[src/design/tpo_pkg.sv]
// shared constants for the timer and prescaler option register
package tpo_pkg;
	localparam int unsigned OPT_W = 8;
	localparam int unsigned WAKE_BIT = 7;
	localparam int unsigned PULLUP_BIT = 6;
	localparam int unsigned SRC_BIT = 5;
	localparam int unsigned EDGE_BIT = 4;
	localparam int unsigned ASSIGN_BIT = 3;
	localparam int unsigned RATIO_MSB = 2;
	localparam int unsigned RATIO_LSB = 0;
	localparam int unsigned RATIO_W = 3;
	localparam int unsigned LOG2_W = 4;
	localparam logic [7:0] OPT_RESET = 8'hFF;
	localparam logic [3:0] LOG2_BYPASS = 4'h0;
	localparam logic [3:0] TMR_LOG2_RESET = 4'h0;
	localparam logic [3:0] WDT_LOG2_RESET = 4'h7;
	localparam int unsigned PIN_COUNT = 4;
	localparam int unsigned PIN_COUNT_MAX = 8;
endpackage

[src/design/tpo_src_if.sv]
// carrier between the option register and its timer clock source
`timescale 1ns/1ns
`default_nettype none
interface tpo_src_if;
	logic ext_sel;
	logic fall_sel;
	logic tick;
	modport core (output ext_sel, output fall_sel, input tick);
	modport src (input ext_sel, input fall_sel, output tick);
endinterface
`default_nettype wire

[src/design/tpo_timer_source.sv]
// timer0 increment source: pin edge or instruction cycle tick
`timescale 1ns/1ns
`default_nettype none
module tpo_timer_source import tpo_pkg::*; (
	input wire logic i_mclk,
	input wire logic i_rst_n,
	input wire logic i_ce,
	input wire logic i_pin,
	input wire logic i_instr_tick,
	tpo_src_if.src bus
);
	typedef struct packed {
		logic pin_prev;
		logic tick;
	} tpo_src_state_type;

	tpo_src_state_type s_q, s_d;
	logic rise, fall;

	always_comb begin
		s_d = s_q;
		rise = !s_q.pin_prev && i_pin;
		fall = s_q.pin_prev && !i_pin;
		if (i_ce) begin
			s_d.pin_prev = i_pin;
			if (bus.ext_sel) begin
				s_d.tick = bus.fall_sel ? fall : rise;
			end else begin
				s_d.tick = i_instr_tick;
			end
		end
	end

	// pin idles high after reset, so a low pin then counts as a fall
	always_ff @(posedge i_mclk or negedge i_rst_n) begin
		if (!i_rst_n) begin
			s_q <= '{pin_prev: 1'b1, tick: 1'b0};
		end else begin
			s_q <= s_d;
		end
	end

	assign bus.tick = s_q.tick;

	fall_edge_a: assert property (
		@(posedge i_mclk) disable iff (!i_rst_n)
		i_ce && bus.ext_sel && bus.fall_sel && s_q.pin_prev && !i_pin
		|=> bus.tick)
		else $error("falling edge not counted");
	rise_edge_a: assert property (
		@(posedge i_mclk) disable iff (!i_rst_n)
		i_ce && bus.ext_sel && !bus.fall_sel && s_q.pin_prev
		|=> !bus.tick)
		else $error("tick without rising edge");
	rise_count_a: assert property (
		@(posedge i_mclk) disable iff (!i_rst_n)
		i_ce && bus.ext_sel && !bus.fall_sel && !s_q.pin_prev && i_pin
		|=> bus.tick)
		else $error("rising edge not counted");
endmodule // tpo_timer_source
`default_nettype wire

[src/design/tpo_option_reg.sv]
// timer and prescaler option register with pin override logic
// Operation
// the option register is eight bits and cannot be read back.
// the load instruction copies the whole working register into it.
// any reset sets all eight option bits to one.
// an output-direction pin loses wake-on-change and weak pull-up.
// source bit one: count the clock pin and force it input.
// edge bit one counts falling pin edges, zero counts rising.
// bit 3 gives prescaler to watchdog; bits 2..0 pick ratio.
// bits 7 and 6 enable wake and pull-ups when zero, all pins.
`timescale 1ns/1ns
`default_nettype none
module tpo_option_reg import tpo_pkg::*; #(
	parameter int unsigned NPINS = PIN_COUNT
) (
	input wire logic i_mclk,
	input wire logic i_rst_n,
	input wire logic i_ce,
	input wire logic i_option_load,
	input wire logic [7:0] i_work_data,
	input wire logic [NPINS-1:0] i_pin_direction_bits,
	input wire logic i_timer_pin_direction,
	input wire logic i_timer_external_clock_pin,
	input wire logic i_instr_cycle_tick,
	output logic [NPINS-1:0] o_pin_change_wake_en,
	output logic [NPINS-1:0] o_weak_pullup_en,
	output logic o_timer_pin_direction,
	output logic o_timer_external_select,
	output logic o_timer_increment,
	output logic o_prescaler_assign_select,
	output logic [3:0] o_timer_ratio_log2,
	output logic [3:0] o_watchdog_ratio_log2
);
	// ======================================================
	// parameter check, refused at elaboration
	if (NPINS < 1 || NPINS > PIN_COUNT_MAX) begin : g_bad_npins
		$error("NPINS out of range");
	end

	// ======================================================
	// state
	typedef struct packed {
		logic [7:0] option;
		logic [NPINS-1:0] wake_en;
		logic [NPINS-1:0] pullup_en;
		logic tmr_dir;
		logic [3:0] tmr_log2;
		logic [3:0] wdt_log2;
	} tpo_state_type;

	tpo_state_type s_q, s_d;
	tpo_src_if src_bus ();

	logic [NPINS-1:0] wake_gate;
	logic [NPINS-1:0] pullup_gate;
	logic [RATIO_W-1:0] ratio;
	logic wake_disable, pullup_disable;

	assign wake_disable = s_q.option[WAKE_BIT];
	assign pullup_disable = s_q.option[PULLUP_BIT];
	assign ratio = s_q.option[RATIO_MSB:RATIO_LSB];

	// ======================================================
	// per pin enables
	// direction zero means the pin drives, so its input aids stay off
	for (genvar p = 0; p < NPINS; p++) begin : g_pin
		assign wake_gate[p] = i_pin_direction_bits[p]
			&& !wake_disable;
		assign pullup_gate[p] = i_pin_direction_bits[p]
			&& !pullup_disable;
	end

	// ======================================================
	// next state
	always_comb begin
		s_d = s_q;
		if (i_ce) begin
			if (i_option_load) begin
				s_d.option = i_work_data;
			end
			s_d.wake_en = wake_gate;
			s_d.pullup_en = pullup_gate;
			// external source overrides the pin's own direction bit
			s_d.tmr_dir = s_q.option[SRC_BIT]
				|| i_timer_pin_direction;
			if (s_q.option[ASSIGN_BIT]) begin
				s_d.tmr_log2 = LOG2_BYPASS;
				s_d.wdt_log2 = {1'b0, ratio};
			end else begin
				s_d.tmr_log2 = 4'({1'b0, ratio} + 4'h1);
				s_d.wdt_log2 = LOG2_BYPASS;
			end
		end
	end

	always_ff @(posedge i_mclk or negedge i_rst_n) begin
		if (!i_rst_n) begin
			s_q.option <= OPT_RESET;
			s_q.wake_en <= '0;
			s_q.pullup_en <= '0;
			s_q.tmr_dir <= 1'b1;
			s_q.tmr_log2 <= TMR_LOG2_RESET;
			s_q.wdt_log2 <= WDT_LOG2_RESET;
		end else begin
			s_q <= s_d;
		end
	end

	// ======================================================
	// timer source
	assign src_bus.ext_sel = s_q.option[SRC_BIT];
	assign src_bus.fall_sel = s_q.option[EDGE_BIT];

	tpo_timer_source u_src (
		.i_mclk(i_mclk),
		.i_rst_n(i_rst_n),
		.i_ce(i_ce),
		.i_pin(i_timer_external_clock_pin),
		.i_instr_tick(i_instr_cycle_tick),
		.bus(src_bus.src)
	);

	// ======================================================
	// outputs; the option byte itself has no read path
	assign o_pin_change_wake_en = s_q.wake_en;
	assign o_weak_pullup_en = s_q.pullup_en;
	assign o_timer_pin_direction = s_q.tmr_dir;
	assign o_timer_external_select = s_q.option[SRC_BIT];
	assign o_timer_increment = src_bus.tick;
	assign o_prescaler_assign_select = s_q.option[ASSIGN_BIT];
	assign o_timer_ratio_log2 = s_q.tmr_log2;
	assign o_watchdog_ratio_log2 = s_q.wdt_log2;

	// ======================================================
	// checks
	// a level on the strobe reloads every enabled cycle; the core pulses it
	load_copies_a: assert property (
		@(posedge i_mclk) disable iff (!i_rst_n)
		i_ce && i_option_load |=> s_q.option == $past(i_work_data))
		else $error("option load did not copy working data");

	option_holds_a: assert property (
		@(posedge i_mclk) disable iff (!i_rst_n)
		!(i_ce && i_option_load) |=> $stable(s_q.option))
		else $error("option changed without load");

	ce_freeze_a: assert property (
		@(posedge i_mclk) disable iff (!i_rst_n)
		!i_ce |=> $stable(s_q))
		else $error("state moved while clock enable low");

	reset_all_ones_a: assert property (
		@(posedge i_mclk) disable iff (!i_rst_n)
		$rose(i_rst_n) |-> s_q.option == OPT_RESET)
		else $error("option not all ones after reset");

	output_pin_off_a: assert property (
		@(posedge i_mclk) disable iff (!i_rst_n)
		i_ce |=> ((o_pin_change_wake_en | o_weak_pullup_en)
			& ~$past(i_pin_direction_bits)) == '0)
		else $error("output pin kept wake or pull-up");

	wake_enable_a: assert property (
		@(posedge i_mclk) disable iff (!i_rst_n)
		i_ce |=> o_pin_change_wake_en == ($past(i_pin_direction_bits)
			& {NPINS{!$past(wake_disable)}}))
		else $error("wake enable wrong");

	pullup_enable_a: assert property (
		@(posedge i_mclk) disable iff (!i_rst_n)
		i_ce && !pullup_disable && i_pin_direction_bits[0]
		|=> o_weak_pullup_en[0])
		else $error("pull-up not enabled");

	pullup_off_a: assert property (
		@(posedge i_mclk) disable iff (!i_rst_n)
		i_ce && pullup_disable |=> o_weak_pullup_en == '0)
		else $error("pull-up on while disabled");

	ext_select_a: assert property (
		@(posedge i_mclk) disable iff (!i_rst_n)
		i_ce && i_option_load && i_work_data[SRC_BIT]
		|=> o_timer_external_select)
		else $error("external timer clock not selected");

	assign_timer_a: assert property (
		@(posedge i_mclk) disable iff (!i_rst_n)
		i_ce && i_option_load && !i_work_data[ASSIGN_BIT]
		|=> !o_prescaler_assign_select)
		else $error("prescaler not given to timer");

	src_force_a: assert property (
		@(posedge i_mclk) disable iff (!i_rst_n)
		i_ce && s_q.option[SRC_BIT] |=> o_timer_pin_direction)
		else $error("timer pin not forced to input");

	dir_follows_a: assert property (
		@(posedge i_mclk) disable iff (!i_rst_n)
		i_ce && !s_q.option[SRC_BIT]
		|=> o_timer_pin_direction == $past(i_timer_pin_direction))
		else $error("timer pin direction not passed");

	internal_tick_a: assert property (
		@(posedge i_mclk) disable iff (!i_rst_n)
		i_ce && !s_q.option[SRC_BIT]
		|=> o_timer_increment == $past(i_instr_cycle_tick))
		else $error("internal tick not passed");

	// one code divides the timer one step coarser than the watchdog
	ratio_decode_a: assert property (
		@(posedge i_mclk) disable iff (!i_rst_n)
		i_ce && !s_q.option[ASSIGN_BIT]
		|=> o_timer_ratio_log2 == 4'({1'b0, $past(ratio)} + 4'h1)
			&& o_watchdog_ratio_log2 == LOG2_BYPASS)
		else $error("timer prescale ratio wrong");

	wdt_ratio_a: assert property (
		@(posedge i_mclk) disable iff (!i_rst_n)
		i_ce && s_q.option[ASSIGN_BIT]
		|=> o_watchdog_ratio_log2 == {1'b0, $past(ratio)}
			&& o_timer_ratio_log2 == LOG2_BYPASS)
		else $error("watchdog prescale ratio wrong");
endmodule // tpo_option_reg
`default_nettype wire

[config.mk]
export PLATFORM = sky130hd
export DESIGN_NAME = tpo_option_reg
export DESIGN_NICKNAME = d
export VERILOG_FILES = /design/src/design/tpo_pkg.sv /design/src/design/tpo_src_if.sv /design/src/design/tpo_timer_source.sv /design/src/design/tpo_option_reg.sv
export SDC_FILE = /design/constraint.sdc
export NUM_CORES = 1
export LEC_CHECK = 0
export BUFFER_PORTS_ARGS = -buffer_cell sky130_fd_sc_hd__buf_2
export CORE_ASPECT_RATIO = 1.1
export CORE_UTILIZATION = 35
export DETAILED_ROUTE_END_ITERATION = 8
export GPL_TIMING_DRIVEN = 0
export PLACE_DENSITY = 0.62
export SETUP_SLACK_MARGIN = 0.5
export SLEW_MARGIN = 25
export SYNTH_ARGS = -nofsm -noshare
export SYNTH_HDL_FRONTEND = slang
export SYNTH_HIERARCHICAL = 1
export SYNTH_SLANG_ARGS = --single-unit
export TNS_END_PERCENT = 5
[constraint.sdc]
create_clock -name i_mclk -period 1.47 [get_ports i_mclk]
set_input_delay 0.294 -clock i_mclk [delete_from_list [all_inputs] [get_ports i_mclk]]
set_output_delay 0.294 -clock i_mclk [all_outputs]
set_load 0.005 [all_outputs]
==> impl_metrics.env <==
export IMPL_outcome="completed"
export IMPL_maxSlewViolCount=0
export IMPL_die_width_um=58.8
export IMPL_timing_final_crit_period_ns=1.32
export IMPL_synth_xor_xnor_area_share=0.00705
export IMPL_post_route_cells_drive_above_1_share=0.561
export IMPL_final_design_area_no_fill_mm2=0.00158
export IMPL_die_span_y_um=64.5
export IMPL_cts_root_buf="sky130_fd_sc_hd__clkbuf_4"
export IMPL_design_die_area_mm2=0.00379
export IMPL_holdPathEnd="o_timer_external_select"
export IMPL_post_synth_top_area_share=0.275
export IMPL_setup_repair_after_global_routing_missed_its_margin="true"
export IMPL_hold_path_depth=2
export IMPL_critical_path_n_buffers_inverters=2
export IMPL_drt_iter0_markers=18
export IMPL_main_combinational_cell_family_by_area_after_synthesis="buffers and inverters"
export IMPL_max_cap_violations=0
export IMPL_worst_setup_hold_path_clk_slew_ns=0.13
export IMPL_clock_power_share=0.180
export IMPL_globalplace_congestion=0.685
export IMPL_timing_critical_path_slowest_cell_delay_ns=0.56
export IMPL_timing_hold_worst_class="in2reg"
export IMPL_post_synthesis_instance_area_mm2=0.00124
export IMPL_via_total_after_detailed_routing=860
export IMPL_top_level_ports=39
export IMPL_numClockSinks=26
export IMPL_final_setup_violation_count=0
export IMPL_row_count=22
export IMPL_crit_fanout=2
export IMPL_pwr_share_seq=0.562
export IMPL_ctsLongestPathBuffers=2
export IMPL_antenna_found_initial=0
export IMPL_grt_max_degree=27
export IMPL_syn_nets=130
export IMPL_p_comb_frac=0.257
export IMPL_synth_seq_cells=26
export IMPL_synth_seq_area_share=0.537
export IMPL_critPathRequiredTime_ns=1.18
export IMPL_synthTopCellsByArea="sky130_fd_sc_hd__dfstp_2 (27%), sky130_fd_sc_hd__dfrtp_1 (26%), sky130_fd_sc_hd__buf_4 (10%), sky130_fd_sc_hd__mux2_2 (8.2%), sky130_fd_sc_hd__nand3b_1 (5.4%)"
export IMPL_grt_total_usage=0.129
export IMPL_ff2ff_path_depth=3
export IMPL_synth_cells=110
export IMPL_placed_insts=195
export IMPL_route_detailed_drc=0
export IMPL_place_hpwl_um=1570
export IMPL_avg_cell_area_syn_um2=11.3
export IMPL_area_delta_synth_final_pct=26.9
export IMPL_diodes=0
export IMPL_cts_htree_levels=1
export IMPL_n_fill_cell=356
export IMPL_final_cells=203
export IMPL_timing_reg2reg_setup_slack_ns=0.23
export IMPL_slew_headroom=0.636
export IMPL_grt_remaining_overflow=0
export IMPL_cellLeakagePower_nw=0.769
export IMPL_ys_warnings_count=6
export IMPL_synth_compound_area_share=0.0806
export IMPL_synthDominantAreaCellType="sky130_fd_sc_hd__dfstp_2"
export IMPL_firstDrtPassIters=2
export IMPL_timing_critical_path_cells="buf_6, buf_6"
export IMPL_grt_first_pass_wirelength_um=3730
export IMPL_drt_vias_per_instance=4.24
export IMPL_tritoncts_num_buffers=3
export IMPL_tightestPinTransition_ns=0.547
export IMPL_floorplan_initialDensity=0.370
export IMPL_detail_route_wl_per_cell_um=10.3
export IMPL_hold_viol=0
export IMPL_routed_wirelength_um=2080
export IMPL_combined_area_of_the_multi_input_logic_cells_um2=379
export IMPL_final_setup_tns_ns=0
export IMPL_worst_r2r_startpoint="o_prescaler_assign_select"
export IMPL_worst_path_dominant_cell_family="flip-flops"
export IMPL_min_from="i_work_data[5]"
export IMPL_worst_skew_pair_late_latency_ns=0.31
export IMPL_fmaxAchievable_ghz=0.759
export IMPL_cts_tree="done"
export IMPL_power_switching_fraction=0.250
export IMPL_power_report_internal_total_mw=1.23
export IMPL_synth_cell_type_count=24
export IMPL_power_density_mw_per_mm2=1040
export IMPL_worst_path_most_repeated_cell="sky130_fd_sc_hd__buf_6"
export IMPL_timing_rr_end="o_timer_ratio_log2[3]"
export IMPL_cp_class="reg2out"
export IMPL_post_synth_and_or_nand_nor_area_fraction=0.102
export IMPL_max_vdd_ir_drop_v=0.000611
export IMPL_first_global_vias=870
export IMPL_worst_path_max_delay_cell="sky130_fd_sc_hd__dfstp_2"
export IMPL_critPathLaunchType="flop"
export IMPL_placement_cell_area_mm2=0.00149
export IMPL_port_buffer_cells=37
export IMPL_fin_worst_hold_slack_ns=0.208
export IMPL_synth_adder_area_share=0.0101
export IMPL_kind_of_capture_point_of_the_worst_setup_path="primary output"
export IMPL_final_setup_skew_ns=0.00515
export IMPL_seq_area_um2=667
export IMPL_final_nets=176
export IMPL_worstPathArrival_ns=1.02
export IMPL_core_outline_area_mm2=0.00336
export IMPL_muxShareOfSynthArea=0.103
export IMPL_ant_nets=0
export IMPL_switching_power_mw=0.411
export IMPL_timing_final_crit_share=0.896
power by group through the flow:
stage	sequential, mW	combinational, mW	clock, mW
detailed placement	0.943	0.377	0
global placement	0.937	0.370	0
floorplan	0.921	0.244	0
CTS	0.926	0.430	0.315
finish	0.923	0.422	0.296
global route	0.941	0.476	0.351
sequential cells by signal, summed over array words and instances (netlist names), 2 cells and up:
register	count
o_pin_change_wake_en	4
ratio	3
s_q	2
o_weak_pullup_en	4
o_watchdog_ratio_log2	3
o_timer_ratio_log2	4
what timing repair did:
item / in CTS / in global routing
setup buffers: 3 / 0
resized for setup: 6 / 0
endpoints found under the hold margin: 13 / 0
setup endpoints to repair: 24 / 25
hold buffers: 1 / 0
final cells by class:
| class | instances | area share |
|---|---|---|
| sequential | 26 | 0.423 |
| timing repair buffer | 41 | 0.150 |
| buffer | 19 | 0.0984 |
| inverter | 14 | 0.0333 |
| clock buffer | 4 | 0.0167 |
| multi-input combinational | 51 | 0.240 |
| tap | 48 | 0.0381 |
worst max-delay path by stage:
| stage | startpoint | to | slack [ns] | cells after the start |
|---|---|---|---|---|
| 5_1_grt | o_watchdog_ratio_log2[1] | o_watchdog_ratio_log2[1] | 0.09 | 2 |
| 6_report | o_watchdog_ratio_log2[2] | o_watchdog_ratio_log2[2] | 0.15 | 2 |
| 2_1_floorplan | o_prescaler_assign_select | o_timer_ratio_log2[3] | 0.35 | 2 |
| 4_1_cts | o_watchdog_ratio_log2[2] | o_watchdog_ratio_log2[2] | 0.13 | 2 |
| 3_5_place_dp | o_prescaler_assign_select | o_timer_ratio_log2[3] | 0.30 | 2 |
| 3_3_place_gp | o_prescaler_assign_select | o_timer_ratio_log2[3] | 0.30 | 2 |
cells in the mapped netlist:
master / instances
sky130_fd_sc_hd__dfstp_2: 13
sky130_fd_sc_hd__conb_1: 1
sky130_fd_sc_hd__mux2_1: 1
sky130_fd_sc_hd__and4b_1: 1
sky130_fd_sc_hd__dfrtp_1: 13
sky130_fd_sc_hd__o22ai_1: 1
sky130_fd_sc_hd__nand3b_1: 9
sky130_fd_sc_hd__nand2_2: 1
sky130_fd_sc_hd__buf_2: 1
sky130_fd_sc_hd__ha_1: 1
sky130_fd_sc_hd__nand3_1: 3
sky130_fd_sc_hd__nor2_1: 3
sky130_fd_sc_hd__mux2_2: 9
sky130_fd_sc_hd__nand2_1: 1
sky130_fd_sc_hd__mux2_4: 1
sky130_fd_sc_hd__o21ai_0: 13
sky130_fd_sc_hd__inv_1: 14
sky130_fd_sc_hd__buf_4: 17
sky130_fd_sc_hd__buf_6: 1
sky130_fd_sc_hd__o221a_1: 1
sky130_fd_sc_hd__o22ai_2: 1
sky130_fd_sc_hd__a21oi_1: 1
sky130_fd_sc_hd__xnor2_1: 1
sky130_fd_sc_hd__nand2b_1: 2
through the flow:
| stage | utilization | setup WS [ns] | power (mW) |
|---|---|---|---|
| floorplan | - | 0.346 | 1.16 |
| global placement | 0.443 | 0.303 | 1.31 |
| detailed placement | 0.443 | 0.303 | 1.32 |
| CTS | 0.469 | 0.134 | 1.67 |
| global route | 0.469 | 0.0901 | 1.77 |
| finish | 0.469 | 0.153 | 1.64 |
placed cells by master, fill, tap and decap left out, types with 2 or more instances in the layout:
cell type	count
sky130_fd_sc_hd__buf_2	35
sky130_fd_sc_hd__buf_4	17
sky130_fd_sc_hd__buf_6	7
sky130_fd_sc_hd__clkbuf_4	3
sky130_fd_sc_hd__dfrtp_1	13
sky130_fd_sc_hd__dfstp_2	13
sky130_fd_sc_hd__inv_1	14
sky130_fd_sc_hd__mux2_2	9
sky130_fd_sc_hd__nand2b_1	2
sky130_fd_sc_hd__nand3_1	3
sky130_fd_sc_hd__nand3b_1	9
sky130_fd_sc_hd__nor2_1	3
sky130_fd_sc_hd__o21ai_0	13
logic make-up (layout without fill, tap and decap cells):
| logic type | after synthesis | count (layout) |
|---|---|---|
| muxes | 11 | 11 |
| DFF | 26 | 26 |
| buffers and inverters | 33 | 78 |
| adders and majority gates | 1 | 1 |
| xor gates and xnor gates | 1 | 1 |
| other | 1 | 1 |
| AOI/OAI and AO/OA | 17 | 17 |
| and+or+nand+nor | 20 | 20 |
metal layers:
layer,vias to the layer above,track usage,share of wire
li1,437,-,-
met2,23,0.216,0.48
met3,2,0.0240,0.050
met1,398,0.160,0.47
met5,-,0,0
met4,0,0.0565,0.0067
worst register-to-register path, delay by kind of cell, from the launching register on:
kind,cells,cell delay (ns)
mux,1,0.25
simple gates,1,0.19
buf+inv,1,0.14
flops,1,0.56
Power figures use the tool's default switching activity.
